[config.mk]
export PLATFORM = sky130hd
export DESIGN_NAME = lsp_serial_port
export DESIGN_NICKNAME = d
export VERILOG_FILES = /design/src/pkg/lsp_pkg.sv /design/src/logic/lsp_sync.sv /design/src/logic/lsp_fifo.sv /design/src/logic/lsp_serial_port.sv
export VERILOG_INCLUDE_DIRS = /design/src /design/src/pkg
export SDC_FILE = /design/constraint.sdc
export NUM_CORES = 1
export LEC_CHECK = 0
export BUFFER_PORTS_ARGS = -buffer_cell sky130_fd_sc_hd__clkbuf_2
export CAP_MARGIN = 0
export CORE_MARGIN = 3
export CORE_UTILIZATION = 30
export CTS_CLUSTER_SIZE = 14
export DETAILED_ROUTE_END_ITERATION = 16
export HOLD_SLACK_MARGIN = 0.12
export PLACE_DENSITY = 0.5
export SLEW_MARGIN = 25
export SYNTH_ARGS = -nofsm -noshare
export SYNTH_HDL_FRONTEND = slang
export SYNTH_HIERARCHICAL = 1
export SYNTH_SLANG_ARGS = --single-unit
[constraint.sdc]
create_clock -name core_clk -period 3.25 [get_ports core_clk]
set_input_delay 0 -clock core_clk [delete_from_list [all_inputs] [get_ports core_clk]]
set_output_delay 0 -clock core_clk [all_outputs]
set_load 0.01 [all_outputs]
[src/pkg/lsp_defs.svh]
// register offsets, field positions, reset values and counts of the serial port
`ifndef LSP_DEFS_SVH
`define LSP_DEFS_SVH
`define LSP_OFS_COMMAND 8'h22
`define LSP_OFS_DATA 8'h23
`define LSP_OFS_STATUS 8'h24
`define LSP_OFS_CONFIG 8'h25
`define LSP_CMD_DIR_BIT 0
`define LSP_STAT_DONE_BIT 0
`define LSP_STAT_FULL_BIT 1
`define LSP_CFG_IER_BIT 0
`define LSP_CFG_RATE_BIT 6
`define LSP_CFG_TARGET_BIT 7
`define LSP_RST_BYTE 8'h00
`define LSP_DIR_WRITE 1'b0
`define LSP_DIR_READ 1'b1
`define LSP_WORD_LAST 4'hf
`define LSP_RX_FIRST 4'h8
`define LSP_SLOW_LAST 3'h7
`define LSP_FIFO_DEPTH 8
`endif

[src/pkg/lsp_pkg.sv]
// types shared by the serial control port
package lsp_pkg;
   typedef enum logic [1:0] {LSP_IDLE, LSP_SHIFT} lsp_state_e;
   typedef struct packed
   {
      logic [7:0] data;
      logic [6:0] remote_register_index;
      logic transfer_direction;
   } lsp_word_s;
   typedef struct packed
   {
      logic target_select;
      logic shift_rate_select;
      logic completion_irq_enable;
   } lsp_cfg_s;
   typedef struct packed
   {
      logic [7:0] addr;
      logic [7:0] wdata;
      logic wr_en;
      logic rd_en;
   } lsp_cpu_s;
endpackage

[src/logic/lsp_sync.sv]
// three-stage synchroniser; a level changes once stages two and three agree
`timescale 1ns/1ps
`default_nettype none
module lsp_sync #(
   parameter int WIDTH = 1
) (
   input wire logic core_clk,
   input wire logic resetn,
   input wire logic [WIDTH-1:0] async_in,
   output logic [WIDTH-1:0] level,
   output logic [WIDTH-1:0] change
);
   logic [WIDTH-1:0] s1_q;
   logic [WIDTH-1:0] s2_q;
   logic [WIDTH-1:0] s3_q;
   logic [WIDTH-1:0] lvl_q;

   if (WIDTH < 1)
   begin : g_chk
      $error("lsp_sync: WIDTH must be at least 1");
   end

   always_ff @(posedge core_clk or negedge resetn)
   begin
      if (!resetn)
      begin
         s1_q <= '0;
         s2_q <= '0;
         s3_q <= '0;
      end
      else
      begin
         s1_q <= async_in;
         s2_q <= s1_q;
         s3_q <= s2_q;
      end
   end

   // per bit: follow only when the two settled stages agree
   for (genvar i = 0; i < WIDTH; i++)
   begin : g_bit
      always_ff @(posedge core_clk or negedge resetn)
      begin
         if (!resetn)
            lvl_q[i] <= 1'b0;
         else if (s2_q[i] == s3_q[i])
            lvl_q[i] <= s3_q[i];
      end
      assign change[i] = (s2_q[i] == s3_q[i]) && (s3_q[i] != lvl_q[i]);
   end

   assign level = lvl_q;
endmodule
`default_nettype wire

[src/logic/lsp_fifo.sv]
// flip-flop fifo with valid/ready on both sides
`timescale 1ns/1ps
`default_nettype none
module lsp_fifo #(
   parameter int WIDTH = 16,
   parameter int DEPTH = 8
) (
   input wire logic core_clk,
   input wire logic resetn,
   input wire logic in_valid,
   output logic in_ready,
   input wire logic [WIDTH-1:0] in_data,
   output logic out_valid,
   input wire logic out_ready,
   output logic [WIDTH-1:0] out_data
);
   localparam int AW = (DEPTH > 1) ? $clog2(DEPTH) : 1;
   logic [WIDTH-1:0] mem_q [DEPTH];
   logic [AW-1:0] wr_q;
   logic [AW-1:0] rd_q;
   logic [AW:0] cnt_q;
   logic push;
   logic pop;

   if (DEPTH < 2 || (DEPTH & (DEPTH - 1)) != 0 || WIDTH < 1)
   begin : g_chk
      $error("lsp_fifo: DEPTH must be a power of two >= 2");
   end

   assign in_ready = (cnt_q != (AW+1)'(DEPTH));
   assign out_valid = (cnt_q != '0);
   assign out_data = mem_q[rd_q];
   assign push = in_valid && in_ready;
   assign pop = out_valid && out_ready;

   always_ff @(posedge core_clk)
   begin
      if (push)
         mem_q[wr_q] <= in_data;
   end

   always_ff @(posedge core_clk or negedge resetn)
   begin
      if (!resetn)
      begin
         wr_q <= '0;
         rd_q <= '0;
         cnt_q <= '0;
      end
      else
      begin
         if (push)
            wr_q <= wr_q + AW'(1);
         if (pop)
            rd_q <= rd_q + AW'(1);
         cnt_q <= cnt_q + (AW+1)'(push) - (AW+1)'(pop);
      end
   end
endmodule
`default_nettype wire

[src/logic/lsp_serial_port.sv]
// serial control port master toward the line interface chip
`timescale 1ns/1ps
`default_nettype none
`include "lsp_defs.svh"
module lsp_serial_port #(
   parameter int FIFO_DEPTH = `LSP_FIFO_DEPTH
) (
   input wire logic core_clk,
   input wire logic resetn,
   input wire lsp_pkg::lsp_cpu_s cpu,
   output logic [7:0] cpu_rdata,
   input wire logic shift_ref_clk,
   input wire logic serial_din,
   output logic serial_clk,
   output logic serial_dout,
   output logic chip_select_one_n,
   output logic chip_select_two_n,
   output logic irq_out_n
);
   import lsp_pkg::*;

   lsp_state_e state_q;
   lsp_word_s serial_command_q;
   logic [7:0] transfer_byte_q;
   lsp_cfg_s serial_configuration_q;
   logic transfer_complete_q;
   logic [7:0] rdata_q;
   logic irq_n_q;
   logic sclk_q;
   logic dout_q;
   logic cs1_n_q;
   logic cs2_n_q;
   logic [15:0] shift_q;
   logic [7:0] rx_q;
   logic [3:0] bit_q;
   logic phase_q;
   logic is_read_q;
   logic [2:0] slow_q;
   logic [1:0] sync_lvl;
   logic [1:0] sync_chg;
   logic tick;
   logic q_ready;
   logic q_valid;
   lsp_word_s q_word;
   logic wr_cmd;
   logic start;
   logic finish;
   logic stat_read;

   function automatic logic hit(input lsp_cpu_s c, input logic [7:0] ofs);
      hit = (c.addr == ofs);
   endfunction

   // the queue logic needs at least two entries
   if (FIFO_DEPTH < 2)
   begin : g_chk
      $error("lsp_serial_port: FIFO_DEPTH must be at least 2");
   end

   lsp_sync #(
      .WIDTH(2)
   ) u_sync (
      .core_clk(core_clk),
      .resetn(resetn),
      .async_in({serial_din, shift_ref_clk}),
      .level(sync_lvl),
      .change(sync_chg)
   );

   // command and its data are queued together so back-to-back
   // commands keep the data that was current when each was written
   lsp_fifo #(
      .WIDTH($bits(lsp_word_s)),
      .DEPTH(FIFO_DEPTH)
   ) u_fifo (
      .core_clk(core_clk),
      .resetn(resetn),
      .in_valid(wr_cmd),
      .in_ready(q_ready),
      .in_data({transfer_byte_q, cpu.wdata}),
      .out_valid(q_valid),
      .out_ready(state_q == LSP_IDLE),
      .out_data(q_word)
   );

   // a command written while the queue is full is dropped; status shows it
   assign wr_cmd = cpu.wr_en && hit(cpu, `LSP_OFS_COMMAND);
   assign start = q_valid && (state_q == LSP_IDLE);
   assign finish = (state_q == LSP_SHIFT) && tick && phase_q
                   && (bit_q == `LSP_WORD_LAST);
   assign stat_read = cpu.rd_en && hit(cpu, `LSP_OFS_STATUS);

   // fast rate ticks on every reference edge, slow rate on every eighth
   assign tick = sync_chg[0]
                 && (serial_configuration_q.shift_rate_select
                     || slow_q == `LSP_SLOW_LAST);

   always_ff @(posedge core_clk or negedge resetn)
   begin
      if (!resetn)
         slow_q <= '0;
      else if (sync_chg[0])
         slow_q <= slow_q + 3'h1;
   end

   // processor-visible registers
   always_ff @(posedge core_clk or negedge resetn)
   begin
      if (!resetn)
      begin
         serial_command_q <= '0;
         serial_configuration_q <= '0;
      end
      else if (cpu.wr_en)
      begin
         if (hit(cpu, `LSP_OFS_COMMAND))
            serial_command_q <= {transfer_byte_q, cpu.wdata};
         if (hit(cpu, `LSP_OFS_CONFIG))
         begin
            // reserved bits are not stored and read back as zero
            serial_configuration_q.target_select <=
               cpu.wdata[`LSP_CFG_TARGET_BIT];
            serial_configuration_q.shift_rate_select <=
               cpu.wdata[`LSP_CFG_RATE_BIT];
            serial_configuration_q.completion_irq_enable <=
               cpu.wdata[`LSP_CFG_IER_BIT];
         end
      end
   end

   // a finishing read beats a simultaneous processor write
   always_ff @(posedge core_clk or negedge resetn)
   begin
      if (!resetn)
         transfer_byte_q <= `LSP_RST_BYTE;
      else if (finish && is_read_q)
         transfer_byte_q <= rx_q;
      else if (cpu.wr_en && hit(cpu, `LSP_OFS_DATA))
         transfer_byte_q <= cpu.wdata;
   end

   // set wins over the clear by a status read
   always_ff @(posedge core_clk or negedge resetn)
   begin
      if (!resetn)
         transfer_complete_q <= 1'b0;
      else if (finish)
         transfer_complete_q <= 1'b1;
      else if (start || state_q != LSP_IDLE)
         transfer_complete_q <= 1'b0;
      else if (stat_read)
         transfer_complete_q <= 1'b0;
   end

   always_ff @(posedge core_clk or negedge resetn)
   begin
      if (!resetn)
         irq_n_q <= 1'b1;
      else
         irq_n_q <= !(transfer_complete_q
                      && serial_configuration_q.completion_irq_enable);
   end

   always_ff @(posedge core_clk or negedge resetn)
   begin
      if (!resetn)
         rdata_q <= '0;
      else if (cpu.rd_en)
      begin
         rdata_q <= '0;
         unique case (cpu.addr)
            `LSP_OFS_COMMAND: rdata_q <= serial_command_q[7:0];
            `LSP_OFS_DATA: rdata_q <= transfer_byte_q;
            `LSP_OFS_STATUS:
            begin
               rdata_q[`LSP_STAT_DONE_BIT] <= transfer_complete_q;
               rdata_q[`LSP_STAT_FULL_BIT] <= !q_ready;
            end
            `LSP_OFS_CONFIG:
            begin
               rdata_q[`LSP_CFG_TARGET_BIT] <=
                  serial_configuration_q.target_select;
               rdata_q[`LSP_CFG_RATE_BIT] <=
                  serial_configuration_q.shift_rate_select;
               rdata_q[`LSP_CFG_IER_BIT] <=
                  serial_configuration_q.completion_irq_enable;
            end
            default: rdata_q <= '0;
         endcase
      end
   end

   // shift engine: rising serial clock samples, falling edge moves on
   always_ff @(posedge core_clk or negedge resetn)
   begin
      if (!resetn)
      begin
         state_q <= LSP_IDLE;
         shift_q <= '0;
         rx_q <= '0;
         bit_q <= '0;
         phase_q <= 1'b0;
         is_read_q <= 1'b0;
         sclk_q <= 1'b0;
         dout_q <= 1'b0;
      end
      else
      begin
         unique case (state_q)
            LSP_IDLE:
            begin
               if (start)
               begin
                  // {data, index, dir} shifted right: dir, index lsb first
                  shift_q <= q_word;
                  dout_q <= q_word.transfer_direction;
                  is_read_q <= (q_word.transfer_direction
                                == `LSP_DIR_READ);
                  bit_q <= '0;
                  phase_q <= 1'b0;
                  state_q <= LSP_SHIFT;
               end
            end
            LSP_SHIFT:
            begin
               if (tick && !phase_q)
               begin
                  sclk_q <= 1'b1;
                  phase_q <= 1'b1;
                  if (is_read_q && bit_q >= `LSP_RX_FIRST)
                     rx_q <= {sync_lvl[1], rx_q[7:1]};
               end
               else if (tick)
               begin
                  sclk_q <= 1'b0;
                  phase_q <= 1'b0;
                  if (finish)
                  begin
                     state_q <= LSP_IDLE;
                     dout_q <= 1'b0;
                  end
                  else
                  begin
                     bit_q <= bit_q + 4'h1;
                     shift_q <= {1'b0, shift_q[15:1]};
                     // a read releases the line after the command byte
                     dout_q <= (is_read_q && bit_q >= 4'h7)
                               ? 1'b0 : shift_q[1];
                  end
               end
            end
            default: state_q <= LSP_IDLE;
         endcase
      end
   end

   // selects follow the engine; target sampled at the start only
   always_ff @(posedge core_clk or negedge resetn)
   begin
      if (!resetn)
      begin
         cs1_n_q <= 1'b1;
         cs2_n_q <= 1'b1;
      end
      else if (start)
      begin
         cs1_n_q <= serial_configuration_q.target_select;
         cs2_n_q <= !serial_configuration_q.target_select;
      end
      else if (finish)
      begin
         cs1_n_q <= 1'b1;
         cs2_n_q <= 1'b1;
      end
   end

   assign cpu_rdata = rdata_q;
   assign serial_clk = sclk_q;
   assign serial_dout = dout_q;
   assign chip_select_one_n = cs1_n_q;
   assign chip_select_two_n = cs2_n_q;
   assign irq_out_n = irq_n_q;

   // check-only count of serial clock rises since the transaction began
   logic [4:0] rise_cnt_q;
   always_ff @(posedge core_clk or negedge resetn)
   begin
      if (!resetn)
         rise_cnt_q <= '0;
      else if (start)
         rise_cnt_q <= '0;
      else if (state_q == LSP_SHIFT && tick && !phase_q)
         rise_cnt_q <= rise_cnt_q + 5'h1;
   end
endmodule
`default_nettype wire

==> out/results.ini, run 1 <==
[floorplan]
fp.dieW_um=178.1
fp.coreArea_um2=28940
num_io_pins=35
num_rows=62
die_height_um=178.1
dieArea_um2=31720
initial_utilization_pct=30.71

[detailed_routing]
wl_per_cell_um=19.67
via_count=4916
drtAntennaViolNets=0
vias_per_cell=4.926
first_pass_iters=4
drt_wl_total_mm=19.63
drc=0
drtIter0Drc=395

[worst_setup_path]
cp-end-kind=flop
cpPeakStageDelay_ns=0.58
path_buf_inv=5
crit_path_start=cpu[13]
crit_chain=dlygate4sd3_1, clkbuf_2, nor4bb_1, dlygate4sd3_1, buf_4, nand2_1, nor2_1, nand2_1, ha_1, inv_1, ha_1, fa_1, xor2_1
worstPathArrival_ns=3.32
cp_data_required_time_ns=3.65
start_kind=input pin
critPathTopFamily=buffers and inverters
crit_type=in -> reg
crit_fanout=9
r2r-start=u_sync/s3_q[0]$_DFF_PN0_
slowest_stage=dlygate4sd3_1

[logic_synthesis]
avgSynthCellArea_um2=17.06
synthCells=521
syn_nets=556
synth-warning-count=6
syn_area_um2=8886

[clocking]
cts.clk_slew.worst_paths_ns=0.06
clockBufferDepth=3
clk_latency_ns=0.52
cts_sinks=212
cts-root-buf=clkbuf_16
cts_resized=0
tritoncts=built
cts-buffers-inserted=25
cts.htree.levels=1

[finish]
layout.nets=630
finish.utilization_pct=36.89
design_area_um2=10670
fin_cells=998
drive_gt1_share_pct=26.87
area_growth_pct=20.12
fill_cells=2665
final_cell_mix=edfxtp_1 (128), dfrtp_1 (81), mux2_2 (40), clkbuf_2 (33), mux4_1 (28)
layout_commonest_cell=edfxtp_1
antenna_cells=0

[placement]
place_area_um2=9515
portBuffers=34
gp_congestion=0.7585
post-dp-hpwl_mm=11.95
placed_cells=926
post-place-ws_ns=0.6571

[timing]
finalSetupViolCount=0
slew_violations=0
worstMarginPinSlew_ns=1.061
hold_ws_ns=0.1083
slew_headroom_pct=29.23
hold_violations=0
fin_crit_sh_pct=90.11
timing.fmax_mhz=341.5
worst_slack_ns=0.3215
finalSetupTns_ns=0
final.setup_skew_ns=0.009653
min_period_ns=2.928
rsz0062_at_grt=false

[flow_run]
max_cap_viol_count=0

[pwr]
ir_drop_mv=0.3519
p_total_mw=7.784
p_leak_nw=3.950
powerDensity_nw_per_um2=729.3

[hold_path]
hold_path_class=in -> async

[global_route]
grt_use_total_pct=12.52
grt-ovfl-total=0
antenna_found_initial=2
grt_pass1_vias=5100
grt_max_degree=85
grt_pass1_wl_mm=30.47

[run_status]
status=completed

-- repair_timing --
| item | 4_1_cts | 5_1_grt |
|---|---|---|
| endpoints found under the hold margin | 175 | 0 |
| buffers inserted | 0 | 0 |
| hold buffers | 26 | 0 |
-- per-layer routing --
layer  up-vias  wire length, um  GRT usage, %
li1       2226                -             -
met1      2578             9084         17.54
met2        84             9544         20.55
met3        28              633         1.852
met4         0              369         3.043
met5         -                0             0
-- report_power, final --
part           internal [mW]  switching [mW]  leakage, nW  total [mW]
clock                   1.87            1.11        0.444        2.98
sequential              3.09           0.211         2.15        3.30
combinational          0.795           0.704         1.35        1.50
total                   5.76            2.03         3.95        7.78
-- final cells by class --
cell class                      instances  area (um2)  share of cell area [%]
Clock buffer                           31       710.7                   6.658
Clock inverter                         15       183.9                   1.723
Inverter                               16       60.06                  0.5627
Multi-Input combinational cell        265        2740                   25.67
Sequential cell                       212        5949                   55.74
Tap cell                              384       480.5                   4.501
Timing Repair Buffer                   75       549.3                   5.146
-- registers in the layout (all words and copies together), names as in the netlist, 4 cells and up --
| name | count |
|---|---|
| shift_q | 15 |
| u_fifo/cnt_q | 4 |
| bit_q | 4 |
| cpu_rdata | 8 |
| u_fifo/mem_q | 128 |
| serial_command_q | 8 |
| transfer_byte_q | 8 |
| rx_q | 8 |
-- path summary, 6_finish.rpt --
check | endpoint | slack, ns | cells after the start
setup / recovery | u_fifo/cnt_q[2]$_DFF_PN0_ | 0.32 | 13
hold / removal | u_sync/level[0]$_DFFE_PN0N_ | 0.11 | 2
setup reg to reg | shift_q[13]$_DFFE_PN0P_ | 0.65 | 5
hold reg to reg | u_sync/s2_q[0]$_DFF_PN0_ | 0.35 | 0
max in group asynchronous | serial_command_q[2]$_DFFE_PN0P_ | 2.61 | 2
min in group core_clk | u_sync/s1_q[0]$_DFF_PN0_ | 0.14 | 2
Note: power is estimated with default switching activity, not from simulation.
==> run 2: changes to the inputs <==
--- a/config.mk
+++ b/config.mk
@@ -17,5 +17,4 @@
 export SLEW_MARGIN = 25
 export SYNTH_ARGS = -nofsm -noshare
 export SYNTH_HDL_FRONTEND = slang
-export SYNTH_HIERARCHICAL = 1
 export SYNTH_SLANG_ARGS = --single-unit
==> run 2 against run 1 <==
  * Via count rose by 5.8%
  * Global-route usage rose by 0.81 points
  * Sequential power fell by 5%
  * Power fell by 19%
  * Flip-flop and latch count did not move
  * Clock power fell by 9.1%
  * First-iteration DRC count fell by 14%
  * Critical path type unchanged
  * Critical endpoint is now serial_command_q[0]$_DFFE_PN0P_
  * Combinational power fell by 69%
  * Synthesized cell count rose by 12%
  * Clock-buffer cell count rose by 6
==> out/results.ini, run 2 <==
[clocking]
cts.clk_slew.worst_paths_ns=0.06  ; about the same
tritoncts=built
cts-buffers-inserted=24  ; -4.0%
clk_latency_ns=0.50  ; -0.02 ns
cts_sinks=212  ; unchanged
cts.htree.levels=1  ; unchanged
post_cts.repair.setup_buffers=0  ; unchanged
cts-root-buf=clkbuf_16
clockBufferDepth=3  ; unchanged
cts_resized=0  ; unchanged

[timing]
slew_violations=0  ; unchanged
worstMarginPinSlew_ns=0.8629  ; -0.1986 ns
slew_headroom_pct=42.47  ; +13 points
hold_violations=0  ; unchanged
finalSetupViolCount=0  ; unchanged
min_period_ns=3.027  ; +0.09803 ns
final.setup_skew_ns=0.006983  ; -0.002669 ns
finalSetupTns_ns=0  ; unchanged
rsz0062_at_grt=false
timing.fmax_mhz=330.4  ; -3.2%
fin_crit_sh_pct=93.12  ; +3.0 points

[logic_synthesis]
ys_seq_elements=212
ys_seq_area_share_pct=67.98
synth_most_common_cell=edfxtp_1
syn_area_um2=8752  ; -1.5%
syn_nets=620  ; +12%
synthFlopType=edfxtp_1
synth-edff-count=128
muxShareOfSynthArea_pct=10.58
synthCells=585  ; +12%
synth-warning-count=0  ; -6
synth-simple-area-share_pct=9.321
avgSynthCellArea_um2=14.96  ; -12%
yosysTopAreaCellShare_pct=43.92
synth_cell_types=59
synth_xor_area_share_pct=0.7005
synth_common_cells=edfxtp_1 (128), nand2_1 (93), dfrtp_1 (81), mux4_2 (31), nor2_1 (28)
synthAdderAreaFrac_pct=2.173
synth_compound_area_share_pct=6.934
synth_top_family_by_area=multiplexers
async_flop_share_pct=39.62
synth_top_area_cell=edfxtp_1
synthTopCellsByArea=edfxtp_1 (44%), dfrtp_1 (23%), mux4_2 (8.0%), nand2_1 (4.0%), mux2_2 (1.8%)

[global_route]
grt_max_degree=68  ; -20%
grt_pass1_vias=5622  ; +10%
grt_use_total_pct=13.33  ; +0.81 points
antenna_found_initial=0  ; -2
grt-ovfl-total=0  ; unchanged
grt_pass1_wl_mm=32.55  ; +6.8%

[worst_setup_path]
crit_type=in -> reg
worst-r2r-cell-count=4  ; -1
cpPeakStageDelay_ns=0.62  ; +0.04 ns
cp-end-kind=flop
crit_top_cell=dlygate4sd3_1
worstPathArrival_ns=3.47  ; +0.15 ns
path_buf_inv=6  ; +1
slowest_stage=dlygate4sd3_1
critPathTopFamily=buffers and inverters
cp_num_cells=10  ; -3
crit_chain=dlygate4sd3_1, clkbuf_2, or4b_4, dlygate4sd3_1, nor4_2, buf_4, nand2_1, dlygate4sd3_1, nand2_1, dlygate4sd3_1
start_kind=input pin
cp_data_required_time_ns=3.69  ; +0.04 ns
crit_fanout=11  ; +2

[floorplan]
initial_utilization_pct=30.99  ; +0.28 points
fp.coreArea_um2=28240  ; -2.4%
num_io_pins=35  ; unchanged
fp.dieW_um=176.8  ; -0.73%
dieArea_um2=31260  ; -1.5%
num_rows=61  ; -1.6%
die_height_um=176.8  ; -0.73%

[pwr]
p_leak_nw=4.012  ; +1.6%
ir_drop_mv=0.3835  ; +9.0%
powerDensity_nw_per_um2=593.9  ; -19%
p_total_mw=6.314  ; -19%

[finish]
area_growth_pct=21.47
finish.utilization_pct=37.65  ; +0.76 points
final_cell_mix=edfxtp_1 (128), nand2_1 (93), dfrtp_1 (80), dlygate4sd3_1 (37), clkbuf_2 (33)
largest-register=u_fifo.mem_q
largest_reg_flops=128  ; unchanged
layout.nets=710  ; +13%
drive_gt1_share_pct=23.38  ; -3.5 points
layout_commonest_cell=edfxtp_1
fill_cells=2670  ; +0.19%
antenna_cells=0  ; unchanged
design_area_um2=10630  ; -0.40%
multi_input_area_um2=2616  ; -4.5%
reg_top3=u_fifo.mem_q x128, shift_q x15
ff_latch_area_um2=5951  ; about the same

[detailed_routing]
drt_wl_total_mm=20.29  ; +3.4%
drtIter0Drc=341  ; -14%
wl_per_cell_um=18.95  ; -3.7%
first_pass_iters=5  ; +1
drtAntennaViolNets=0  ; unchanged
vias_per_cell=4.857  ; -1.4%
via_count=5202  ; +5.8%
drc=0  ; unchanged

[placement]
place_area_um2=9450  ; -0.68%
gp_congestion=0.7905  ; +4.2%
post-dp-hpwl_mm=13.31  ; +11%
portBuffers=34  ; unchanged

[run_status]
status=completed

[hold_path]
whs_path_depth=5
hold_path_class=in -> reg

[flow_run]
max_cap_viol_count=0  ; unchanged

==> run 2: changes by cell type in the layout (fill, tap and decap cells not counted), moves of 8 or more <==
cell           change
nand2_1           +79
mux4_2            +27
mux2_2            -26
nand4_1            -8
nand2b_1          -16
mux4_1            -28
nor2_1            +20
a21oi_1            +9
o31ai_1            -8
nand3b_1          +11
dlygate4sd3_1     +11
==> run 2: final cells by class <==
type	count	area share, %
sequential	212	55.97
multi-input combinational	326	24.61
clock buffer	37	7.085
timing repair buffer	91	6.638
tap	378	4.449
inverter	20	0.7061
clock inverter	7	0.5414
==> run 2: layer usage <==
layer	vias to the layer above	share of wire, %	wire length (um)	track usage, %
li1	2385	-	-	-
met1	2674	44	8973	18.02
met2	110	49	10040	22.35
met3	33	3.4	698	1.866
met4	0	2.9	584	4.190
met5	-	0	0	0
==> run 2: path summary, 6_finish.rpt <==
check	from	to	slack (ns)
hold / removal	cpu[17]	serial_command_q[6]$_DFFE_PN0P_	0.15
setup / recovery	cpu[14]	serial_command_q[0]$_DFFE_PN0P_	0.22
max in group asynchronous	resetn	transfer_byte_q[2]$_DFFE_PN0P_	2.31
setup reg to reg	state_q[0]$_DFFE_PN0P_	rx_q[0]$_DFFE_PN0P_	0.82
hold reg to reg	u_sync.s1_q[0]$_DFF_PN0_	u_sync.s2_q[0]$_DFF_PN0_	0.34
min in group asynchronous	resetn	slow_q[2]$_DFFE_PN0P_	0.16
==> run 2: worst reg2reg max path, cell delays in order, from the launching register on <==
cell and delay, ns:
dfrtp_1 0.83, o21ai_0 0.39, a21o_1 0.32, nor3_4 0.39, mux2_2 0.39
==> run 2: cell families after synthesis <==
family | after synthesis
compound gates | 81
fa+ha+maj | 15
buf+inv | 47
flops | 212
simple gates | 171
mux | 52
xor+xnor | 7
==> run 2: timing repair <==
item,CTS,global route
hold buffers,37,0
setup endpoints to repair,0,0
endpoints found under the hold margin,161,0
==> run 2: power by group <==
group | switching (mW) | total, mW | internal, mW
Combinational | 0.233 | 0.465 | 0.232
Sequential | 0.127 | 3.14 | 3.01
Clock | 1.04 | 2.71 | 1.67
==> run 2: through the flow <==
step / hold slack, ns / setup WS [ns] / cells
final: 0.1470 / 0.2235 / 1071
after detailed placement: 0.1141 / 0.7558 / 990
after CTS: 0.1274 / 0.2542 / 1071
after global routing: 0.1460 / 0.07684 / 1071
after floorplan: -0.2956 / 0.5236 / 585
after global placement: 0.1128 / 0.9137 / 990
